<file path="config.mk">
export PLATFORM = sky130hd
export DESIGN_NAME = fhb_host_bus
export DESIGN_NICKNAME = d
export VERILOG_FILES = /design/src/fhb_pkg.sv /design/src/fhb_host_bus.sv
export SDC_FILE = /design/constraint.sdc
export NUM_CORES = 1
export LEC_CHECK = 0
export BUFFER_PORTS_ARGS = -buffer_cell sky130_fd_sc_hd__buf_2
export CORE_MARGIN = 1
export CORE_UTILIZATION = 54
export CTS_CLUSTER_SIZE = 10
export DETAILED_ROUTE_END_ITERATION = 7
export GPL_TIMING_DRIVEN = 0
export PLACE_DENSITY = 0.87
export SYNTH_ARGS = -nofsm -noshare
export SYNTH_HDL_FRONTEND = slang
export SYNTH_SLANG_ARGS = --single-unit
</file>
<file path="constraint.sdc">
create_clock -name clk -period 3.05 [get_ports clk]
set_input_delay 0.1525 -clock clk [delete_from_list [all_inputs] [get_ports clk]]
set_output_delay 0.1525 -clock clk [all_outputs]
set_load 0.05 [all_outputs]
</file>
<file path="src/fhb_pkg.sv">
package fhb_pkg;

  // ----------------------------------------
  // Register picks and interrupt causes
  // ----------------------------------------
  localparam logic       REG_STATUS     = 1'h0;
  localparam logic       REG_DATA       = 1'h1;
  localparam logic [7:0] STATUS_RESET   = 8'h00;
  localparam int         CAUSE_BIT_DATA = 0;
  localparam int         CAUSE_BIT_RES  = 1;
  localparam int         CAUSE_BIT_SEEK = 2;
  localparam int         CAUSE_BIT_RDY  = 3;
  localparam int         DRIVE_COUNT    = 4;

  // ----------------------------------------
  // Data rate selection
  // ----------------------------------------
  localparam logic [1:0] RATE_CLK_16M  = 2'h0;
  localparam logic [1:0] RATE_CLK_19M  = 2'h1;
  localparam logic [2:0] RATE_KBPS_125 = 3'h0;
  localparam logic [2:0] RATE_KBPS_150 = 3'h1;
  localparam logic [2:0] RATE_KBPS_250 = 3'h2;
  localparam logic [2:0] RATE_KBPS_300 = 3'h3;
  localparam logic [2:0] RATE_KBPS_500 = 3'h4;

  typedef enum logic [1:0] {
    FHB_ACC_IDLE = 2'b00,
    FHB_ACC_RD   = 2'b01,
    FHB_ACC_WR   = 2'b10
  } fhb_acc_type;

endpackage
</file>
<file path="src/fhb_host_bus.sv">
`timescale 1ns/10ps
// Function
// - Raise interrupt for each data byte in programmed I/O mode.
// - Raise interrupt when read/write command ends, for result reading.
// - Raise interrupt when seek or track-zero return finishes.
// - Raise interrupt when a drive ready level changed since last poll.
// - Style select low gives strobe bus with read/write strobes.
// - Style select high gives phase-clock bus with direction signal.
// - Strobe mode: accesses timed by strobes, qualified by select.
// - Strobe mode: write data captured on write strobe rising edge.
// - DMA grant strobe selects data port without address.
// - DMA grant acts as chip select; host stretches cycles.
// - Phase-clock mode: accesses synchronised to bus phase clock.
// - Phase-clock mode: sample direction/select on phase clock rise.
// - Phase-clock mode: DMA grant timed exactly like chip select.
// - Drive data rate follows clock and density, and media size input at 16 MHz only.
module fhb_host_bus
  import fhb_pkg::*;
(
  input  wire logic       clk,               // System clock, 100 MHz
  input  wire logic       rst,               // Synchronous reset
  input  wire logic       bus_style_select,  // 0 strobe bus, 1 phase bus
  input  wire logic       cs_n,              // Chip select
  input  wire logic       reg_pick,          // Register select
  input  wire logic       rd_n,              // Read strobe / unused
  input  wire logic       wr_n,              // Write strobe / direction
  input  wire logic       phase_clk,         // Bus phase clock
  input  wire logic       dma_grant_strobe_n,// DMA grant strobe
  input  wire logic [7:0] data_in,           // Host data bus input
  output logic      [7:0] data_out,          // Host data bus output
  output logic            data_oe,           // Data bus output enable
  output logic            irq_n,             // Host interrupt request
  output logic            dma_req,           // DMA request
  input  wire logic       dma_mode,          // Core uses DMA transfers
  input  wire logic       core_byte_req,     // Core wants a data byte
  input  wire logic [7:0] core_rd_data,      // Byte from the disk side
  output logic      [7:0] core_wr_data,      // Byte written by host
  output logic            core_byte_done,    // Data byte moved, pulse
  input  wire logic       core_cmd_end,      // Read/write command ended
  input  wire logic       core_result_done,  // Results all read, pulse
  input  wire logic       core_seek_end,     // Seek/track-zero finished
  input  wire logic       core_sense_cmd,    // Sense-event issued, pulse
  input  wire logic [1:0] unit_pick,         // Drive being polled
  input  wire logic       core_poll,         // Poll strobe for that drive
  input  wire logic       drive_ready,       // Ready input of drive
  output logic            unit_pick_bit0,    // Unit select bit 0
  output logic            unit_pick_bit1,    // Unit select bit 1
  input  wire logic       media_size,        // Media size select input
  input  wire logic       mfm_mode,          // 1 double, 0 single density
  input  wire logic       clk_is_19m,        // Drive clock is 19.2 MHz
  output logic      [2:0] data_rate_code     // Selected serial rate
);

  // ----------------------------------------
  // Pin synchronisers
  // ----------------------------------------
  logic [6:0] sync1_ff;
  logic [6:0] sync2_ff;
  logic [6:0] nxt_sync1;
  logic [6:0] nxt_sync2;
  logic       style_s;
  logic       cs_s;
  logic       pick_s;
  logic       rd_s;
  logic       wr_s;
  logic       phase_s;
  logic       grant_s;
  logic [7:0] din1_ff;
  logic [7:0] din2_ff;
  logic       rdy1_ff;
  logic       rdy2_ff;

  always_comb begin
    // Data and strobes share one depth, so they stay lined up in time
    nxt_sync1 = {bus_style_select, cs_n, reg_pick, rd_n, wr_n,
                 phase_clk, dma_grant_strobe_n};
    nxt_sync2 = sync1_ff;
  end

  always_ff @(posedge clk) begin
    if (rst) begin
      // Idle pin levels, so no false edge is seen after reset
      sync1_ff <= 7'h2d;
      sync2_ff <= 7'h2d;
      din1_ff  <= 8'h00;
      din2_ff  <= 8'h00;
      rdy1_ff  <= 1'b0;
      rdy2_ff  <= 1'b0;
    end else begin
      sync1_ff <= nxt_sync1;
      sync2_ff <= nxt_sync2;
      din1_ff  <= data_in;
      din2_ff  <= din1_ff;
      rdy1_ff  <= drive_ready;
      rdy2_ff  <= rdy1_ff;
    end
  end

  assign {style_s, cs_s, pick_s, rd_s, wr_s, phase_s, grant_s} = sync2_ff;

  // ----------------------------------------
  // Access decode
  // ----------------------------------------
  logic        wr_prev_ff;
  logic        rd_prev_ff;
  logic        phase_prev_ff;
  logic        sel_status;
  logic        sel_data;
  logic        rd_active;
  logic        wr_rise;
  logic        phase_rise;
  fhb_acc_type acc;

  always_comb begin
    // Grant needs no address and always hits the data port
    // grant selects data
    sel_data   = !grant_s || (!cs_s && pick_s == REG_DATA);
    sel_status = grant_s && !cs_s && pick_s == REG_STATUS;
    wr_rise    = wr_s && !wr_prev_ff;
    phase_rise = phase_s && !phase_prev_ff;
    rd_active  = 1'b0;
    acc        = FHB_ACC_IDLE;
    if (!style_s) begin
      rd_active = !rd_s && (sel_data || sel_status);
      if (wr_rise && (sel_data || sel_status))
        acc = FHB_ACC_WR;
      // A read counts once, at the trailing edge of its strobe
      else if (rd_s && !rd_prev_ff && (sel_data || sel_status))
        acc = FHB_ACC_RD;
    end else begin
      // grant like select
      // The write pin carries the direction here: high means read
      rd_active = phase_s && wr_s && (sel_data || sel_status);
      if (phase_rise && (sel_data || sel_status))
        acc = wr_s ? FHB_ACC_RD : FHB_ACC_WR;
    end
  end

  // ----------------------------------------
  // Data path and access tracking
  // ----------------------------------------
  logic [7:0] dout_ff;
  logic [7:0] nxt_dout;
  logic [7:0] wdata_ff;
  logic [7:0] nxt_wdata;
  logic       done_ff;
  logic       nxt_done;
  logic       oe_ff;
  logic [7:0] status_val;

  always_comb begin
    // Read data tracks the selects every cycle; the host samples it late
    nxt_dout  = sel_data ? core_rd_data : status_val;
    nxt_wdata = wdata_ff;
    nxt_done  = 1'b0;
    if (acc == FHB_ACC_WR && sel_data) begin
      nxt_wdata = din2_ff;
      nxt_done  = 1'b1;
    end
    if (acc == FHB_ACC_RD && sel_data)
      nxt_done = 1'b1;
  end

  always_ff @(posedge clk) begin
    if (rst) begin
      wr_prev_ff    <= 1'b1;
      rd_prev_ff    <= 1'b1;
      phase_prev_ff <= 1'b0;
      dout_ff       <= STATUS_RESET;
      wdata_ff      <= 8'h00;
      done_ff       <= 1'b0;
      oe_ff         <= 1'b0;
    end else begin
      wr_prev_ff    <= wr_s;
      rd_prev_ff    <= rd_s;
      phase_prev_ff <= phase_s;
      dout_ff       <= nxt_dout;
      wdata_ff      <= nxt_wdata;
      done_ff       <= nxt_done;
      oe_ff         <= rd_active;
    end
  end

  // Output enable lags the strobe by the sync depth plus one cycle
  assign data_out       = dout_ff;
  assign data_oe        = oe_ff;
  assign core_wr_data   = wdata_ff;
  assign core_byte_done = done_ff;

  // ----------------------------------------
  // Interrupt causes
  // ----------------------------------------
  logic [3:0] cause_ff;
  logic [3:0] nxt_cause;
  logic [DRIVE_COUNT-1:0] seen_ff;
  logic [DRIVE_COUNT-1:0] nxt_seen;
  logic       rdy_diff;

  assign rdy_diff = core_poll && (seen_ff[unit_pick] != rdy2_ff);

  // Each drive keeps the ready level seen at its own last poll
  for (genvar g = 0; g < DRIVE_COUNT; g++) begin : g_seen
    assign nxt_seen[g] = (core_poll && unit_pick == 2'(g)) ? rdy2_ff
                                                           : seen_ff[g];
  end

  always_comb begin
    // Status reads clear nothing; a cause goes only when serviced
    nxt_cause = cause_ff;
    // Clears come first so a same-cycle event wins, except a PIO byte request while done_ff is set
    // hold until serviced
    if (done_ff)
      nxt_cause[CAUSE_BIT_DATA] = 1'b0;
    if (core_result_done)
      nxt_cause[CAUSE_BIT_RES] = 1'b0;
    if (core_sense_cmd) begin
      nxt_cause[CAUSE_BIT_SEEK] = 1'b0;
      nxt_cause[CAUSE_BIT_RDY]  = 1'b0;
    end
    // No re-arm while the finished byte is taken or still reported
    // PIO byte request
    if (core_byte_req && !dma_mode && !nxt_done && !done_ff)
      nxt_cause[CAUSE_BIT_DATA] = 1'b1;
    if (core_cmd_end)
      nxt_cause[CAUSE_BIT_RES] = 1'b1;
    if (core_seek_end)
      nxt_cause[CAUSE_BIT_SEEK] = 1'b1;
    if (rdy_diff)
      nxt_cause[CAUSE_BIT_RDY] = 1'b1;
  end

  always_ff @(posedge clk) begin
    if (rst) begin
      cause_ff <= 4'h0;
      seen_ff  <= '0;
    end else begin
      cause_ff <= nxt_cause;
      seen_ff  <= nxt_seen;
    end
  end

  assign status_val = {4'h0, cause_ff};
  // Level output: it stays low while any cause is pending
  assign irq_n      = !(|cause_ff);
  assign dma_req    = core_byte_req && dma_mode;

  // ----------------------------------------
  // Drive side
  // ----------------------------------------
  logic [2:0] strap1_ff;
  logic [2:0] strap2_ff;
  logic [2:0] nxt_rate;
  logic [2:0] rate_ff;
  logic [1:0] unit_ff;

  // Straps are pins like any other, so they take the same two stages;
  // a strap change reaches the rate code three cycles late
  // The untabled 19.2 MHz case with media size high uses the 19.2 row
  // rate selection
  always_comb begin
    if (strap2_ff[2])
      nxt_rate = strap2_ff[0] ? RATE_KBPS_300 : RATE_KBPS_150;
    else if (strap2_ff[1])
      nxt_rate = strap2_ff[0] ? RATE_KBPS_500 : RATE_KBPS_250;
    else
      nxt_rate = strap2_ff[0] ? RATE_KBPS_250 : RATE_KBPS_125;
  end

  // No reset: these only track inputs, so they settle within 3 cycles
  always_ff @(posedge clk) begin
    strap1_ff <= {clk_is_19m, media_size, mfm_mode};
    strap2_ff <= strap1_ff;
    rate_ff   <= nxt_rate;
    unit_ff   <= unit_pick;
  end

  assign unit_pick_bit0 = unit_ff[0];
  assign unit_pick_bit1 = unit_ff[1];
  assign data_rate_code = rate_ff;

endmodule

</file>
==> Word-level counts from Yosys, hierarchy flattened <==
Index checks and enable logic that the tools add are counted.
{ "classes": {"muxes": 23, "bitwise_logic": 2, "magnitude_cmp": 1, "shift": 0, "div_mod_pow": 0, "reduce_logical": 42, "multipliers": 0, "add_sub_neg": 0, "n_eq_ne": 6} }
{ "op_table": {"columns": ["cell", "count"], "rows": [
  ["logical AND 1 bit", 23],
  ["2-to-1 mux 2 bit", 7],
  ["2-to-1 mux 1 bit", 11],
  ["zero test 1 bit", 10],
  ["2-to-1 mux 3 bit", 3],
  ["nonzero test 2 bit", 4],
  ["equality test 2 bit, second input constant", 3],
  ["equality test 2 x 1 -> 1 bit, second input constant", 2],
  ["2-to-1 mux 4 bit", 1],
  ["OR reduction 4 bit", 1],
  ["< comparator 2 x 3 -> 1 bit, second input constant", 1],
  ["binary-select mux 1 bit (select 2 bit)", 1],
  ["zero test 2 bit", 1],
  ["logical OR 1 bit", 2],
  ["inverter 1 bit", 2],
  ["OR reduction 2 bit", 1],
  ["!= test 1 bit", 1]
]} }
{ "totals": {"reg_bits": 72, "latch_bits": 0, "output_inout_bits": 25, "romBits": 0, "in_bits": 38, "n_memories": 0, "ramBits": 0, "word_cells": 100} }

==> Logic depth before layout (Yosys ltp) <==
{ "depth": {"depth_word": 16, "mapped_depth": 4, "depth_no_buf": 4} }

==> Least setup slack after synthesis <==
OpenSTA, ideal clock, no wires.
{ "synth_timing": {"kind": "register to output", "start": "register cause_ff[3]", "end": "output port irq_n", "path_stages_with_launch": 2, "required_ns": 2.897, "path_slack_ns": 1.040, "arrival_time_ns": 1.857, "path_buffers": 0, "cell_sequence": "dfxtp_1 > nor4_1"} }
{ "synth_between": {"elab_chain_len": 2} }
{ "synth_rtl": {"columns": ["item", "line", "rtl"], "rows": [
  ["start, declared", "fhb_host_bus.sv:193", "logic [3:0] cause_ff;"],
  ["start signal, assigned", "fhb_host_bus.sv:237", "cause_ff <= nxt_cause;"],
  ["OR reduction 4 bit", "fhb_host_bus.sv:244", "assign irq_n = !(|cause_ff);"],
  ["zero test 1 bit", "fhb_host_bus.sv:244", null],
  ["end, declared", "fhb_host_bus.sv:32", "output logic irq_n,"]
]} }
No other way between the ends.

==> Worst setup path in the final report <==
{ "layout_timing": {"start": "register sync2_ff[6]", "end": "register wdata_ff[1], in the netlist core_wr_data[1]"} }
{ "layout_between": {"elab_chain_len": 3} }
{ "layout_rtl": {"columns": ["item", "line", "rtl"], "rows": [
  ["start, declared", "fhb_host_bus.sv:58", "logic [6:0] sync2_ff;"],
  ["start signal, assigned", "fhb_host_bus.sv:91", "sync2_ff <= nxt_sync2;"],
  ["2-to-1 mux 2 bit", "fhb_host_bus.sv:123", "if (!style_s) begin"],
  ["equality test 2 bit", "fhb_host_bus.sv:156", "if (acc == FHB_ACC_WR && sel_data) begin"],
  ["logical AND 1 bit", "fhb_host_bus.sv:156", null],
  ["end signal, assigned", "fhb_host_bus.sv:178", "wdata_ff <= nxt_wdata;"],
  ["end, declared", "fhb_host_bus.sv:144", "logic [7:0] wdata_ff;"]
]} }
No other way between the ends.
A chain may end at the register's enable or synchronous reset.

==> run metrics <==
Switching Share=around 22%; initial antenna violation count=0; yosys warns=0; crit share post-route=49.03%; routed wire length=~3.7 mm; Max Buffers Root-to-Sink=2; Filler cells=270; Final Hold Fails=0; hold depth=2; cts repair resizes=0; RePlAce Congestion=roughly 0.85; part of the power in the clock network=between 30% and 40%; n_diodes=0; clock transition at the registers of the reported paths=around 0.070 ns; layout net count=~310; # Post-CTS Setup Buffers=0; Tightest Pin Transition=around 0.44 ns; CTS tree=built; share of cells above drive strength 1=28.52%; final setup vio count=0; worst path arrival time=1.70 ns; register share of total power=a little over half; I/O pins=between 60 and 70; Global Route Usage Sum=about a fifth; crit-path max cell delay=0.43 ns; pwr dens=638.8 mW/mm^2; Die W=approximately 66 um; Mapped Cells=around 190; cts bufs inserted=9; largest net degree at the start of global routing=12; Internal Pwr Total=around 1.4 mW; area of the core=about 0.0038 sq mm; DRC=0; total of max-cap violations=0; # rows=22; Worst Clk Skew=roughly 0.0055 ns; grt ovf=0; syn nets=230; critical path's slowest cell=dfxtp_1; outcome=complete, no violations; number of synthesized flops with an enable pin=0; dpl hpwl=around 2.6 mm; DR WL/cell=11.42 um; DRT antenna net count=0; CTS root buffer=clkbuf_8; FFs w/ async S/R, synth=0%; register bit total from synthesis=approximately 70; Lkg Pwr=1.274 nW; Max rail drop VDD=around 410 uV; register area share after synthesis=between 60% and 70%; via/cell ratio=4.646; die height=between 60 and 70 um; H-tree lvl count=3; Slew Viols, Final=0; critical path type=reg2reg; commonest non-fill, non-tap cell in the layout=dfxtp_1; full die area=~0.0043 sq mm; R2R cell count=4; Cell variety after synth=28; HP Class=in2reg; DR vias=approximately 1,500; hold buffers post-CTS=9; pre-CTS setup slack=1.537 ns; Synth Flop Type=dfxtp_1; NetSw=slightly below 0.4 mW; initial drt markers=39; setup TNS=0 ns; mapped cell area=about 0.0022 sq mm; DRT Pass-1 Iters=4; Final WS setup=1.554 ns; P&R area growth vs syn=29.08%; Initial Util=about three fifths; R2R Setup Slk=between 1.5 and 2 ns; number of global-route vias before repair=between 1,000 and 1,500; CP required=around 3.3 ns; PortBufs=61; commonest non-fill, non-tap cells in the layout=72 x dfxtp_1, 61 x buf_2, 25 x nor2b_1, 23 x nor2_1, 16 x mux2i_1; Cell Chain, Critical Path=and4bb_1 > a2bb2oi_4 > mux2i_1 > nor2_1; Final min period=1.496 ns; CP endpoint kind=flip-flop; Max Clock Freq=about 670 MHz; total clock sinks=around 70; first-pass GRT wire length=6.051 mm; unrepaired setup endpoints after global routing=false; Max transition margin=about 71%; combinational share of power=under 10%; crit path max fanout=8; Worst-Skew Late Latency=between 0.3 and 0.4 ns; Setup crit start kind=flip-flop; syn avg cell area=approximately 11 sq um
[stage by stage]
step | std cells | total power [mW] | instance area [sq um] | hold WS (ns) | utilization (%)
finish | 325 | 1.820 | 2849 | 0.02833 | 75.00
global placement | 301 | 1.132 | 2572 | 0.2552 | 67.72
global route | 325 | 1.910 | 2849 | 0.003729 | 75.00
detailed placement | 301 | 1.138 | 2572 | 0.2561 | 67.72
CTS | 325 | 1.844 | 2849 | 0.006894 | 75.00
floorplan | 192 | 1.091 | 2207 | 0.1802 | -
[power by group through the flow]
stage                     combinational (mW)  sequential [mW]  clock (mW)
after detailed placement               0.126             1.01           0
final                                  0.134            0.991       0.695
after CTS                              0.135            0.991       0.717
after floorplan                       0.0535             1.04           0
after global placement                 0.122             1.01           0
after global routing                   0.146            0.994       0.770
[worst max-delay path, delay by kind of cell (launching register included)]
| family | cells | cell delay (ns) |
|---|---|---|
| compound gates | 1 | 0.33 |
| flops | 1 | 0.43 |
| mux | 1 | 0.27 |
| simple gates | 2 | 0.35 |
[cell type report]
| type | count | area, sq um | share of cell area, % |
|---|---|---|---|
| buffer | 6 | 22.52 | 0.7905 |
| multi-input combinational | 109 | 724.4 | 25.43 |
| timing repair buffer | 70 | 395.4 | 13.88 |
| inverter | 5 | 18.77 | 0.6588 |
| clock inverter | 4 | 45.04 | 1.581 |
| clock buffer | 11 | 141.4 | 4.963 |
| sequential | 72 | 1441 | 50.59 |
| tap | 48 | 60.06 | 2.108 |
[final timing paths]
check	start	endpoint
worst max-delay path	sync2_ff[6]$_SDFF_PP0_	core_wr_data[1]$_SDFFE_PP0P_
worst min register to register	strap1_ff[2]$_DFF_P_	strap2_ff[2]$_DFF_P_
worst min-delay path	data_in[0]	din1_ff[0]$_SDFF_PP0_
worst max register to register	sync2_ff[6]$_SDFF_PP0_	core_wr_data[1]$_SDFFE_PP0P_
[cells in the mapped netlist (2+ instances only)]
cell type	instances	share of area, %
nor3_1	2	0.45
a21oi_1	5	1.1
clkbuf_1	6	1.0
mux2i_1	16	7.3
dfxtp_1	72	65
nand2_1	4	0.68
nand2b_1	4	1.1
and2_1	5	1.4
nor2_1	23	3.9
or2_1	10	2.8
nor2b_1	25	7.1
inv_1	4	0.68
[registers in the layout, summed over array words and instances, names as in the netlist]
| name | count |
|---|---|
| wr_prev_ff | 1 |
| core_byte_done | 1 |
| rdy2_ff | 1 |
| seen_ff | 4 |
| strap1_ff | 3 |
| core_wr_data | 8 |
| data_oe | 1 |
| strap2_ff | 3 |
| din2_ff | 8 |
| unit_ff | 2 |
| sync2_ff | 7 |
| nxt_sync2 | 7 |
| data_out | 8 |
| din1_ff | 8 |
| phase_prev_ff | 1 |
| cause_ff | 4 |
| rdy1_ff | 1 |
| rd_prev_ff | 1 |
| data_rate_code | 3 |
[kinds of logic after synthesis]
group / Yosys count / share of synthesized area, %
AOI/OAI and AO/OA: 11 / 3.912
xor gates and xnor gates: 2 / 0.7938
buffers and inverters: 11 / 1.870
DFF: 72 / 65.31
muxes: 17 / 8.276
and+or+nand+nor: 79 / 19.84
[metal layers]
metal / up-vias / track usage (%) / wire [um]
met5: - / 0 / 0
met2: 61 / 32.91 / 1807
li1: 779 / - / -
met4: 0 / 11.17 / 51
met1: 666 / 20.95 / 1589
met3: 4 / 8.448 / 264
Power figures use the tool's default switching activity.
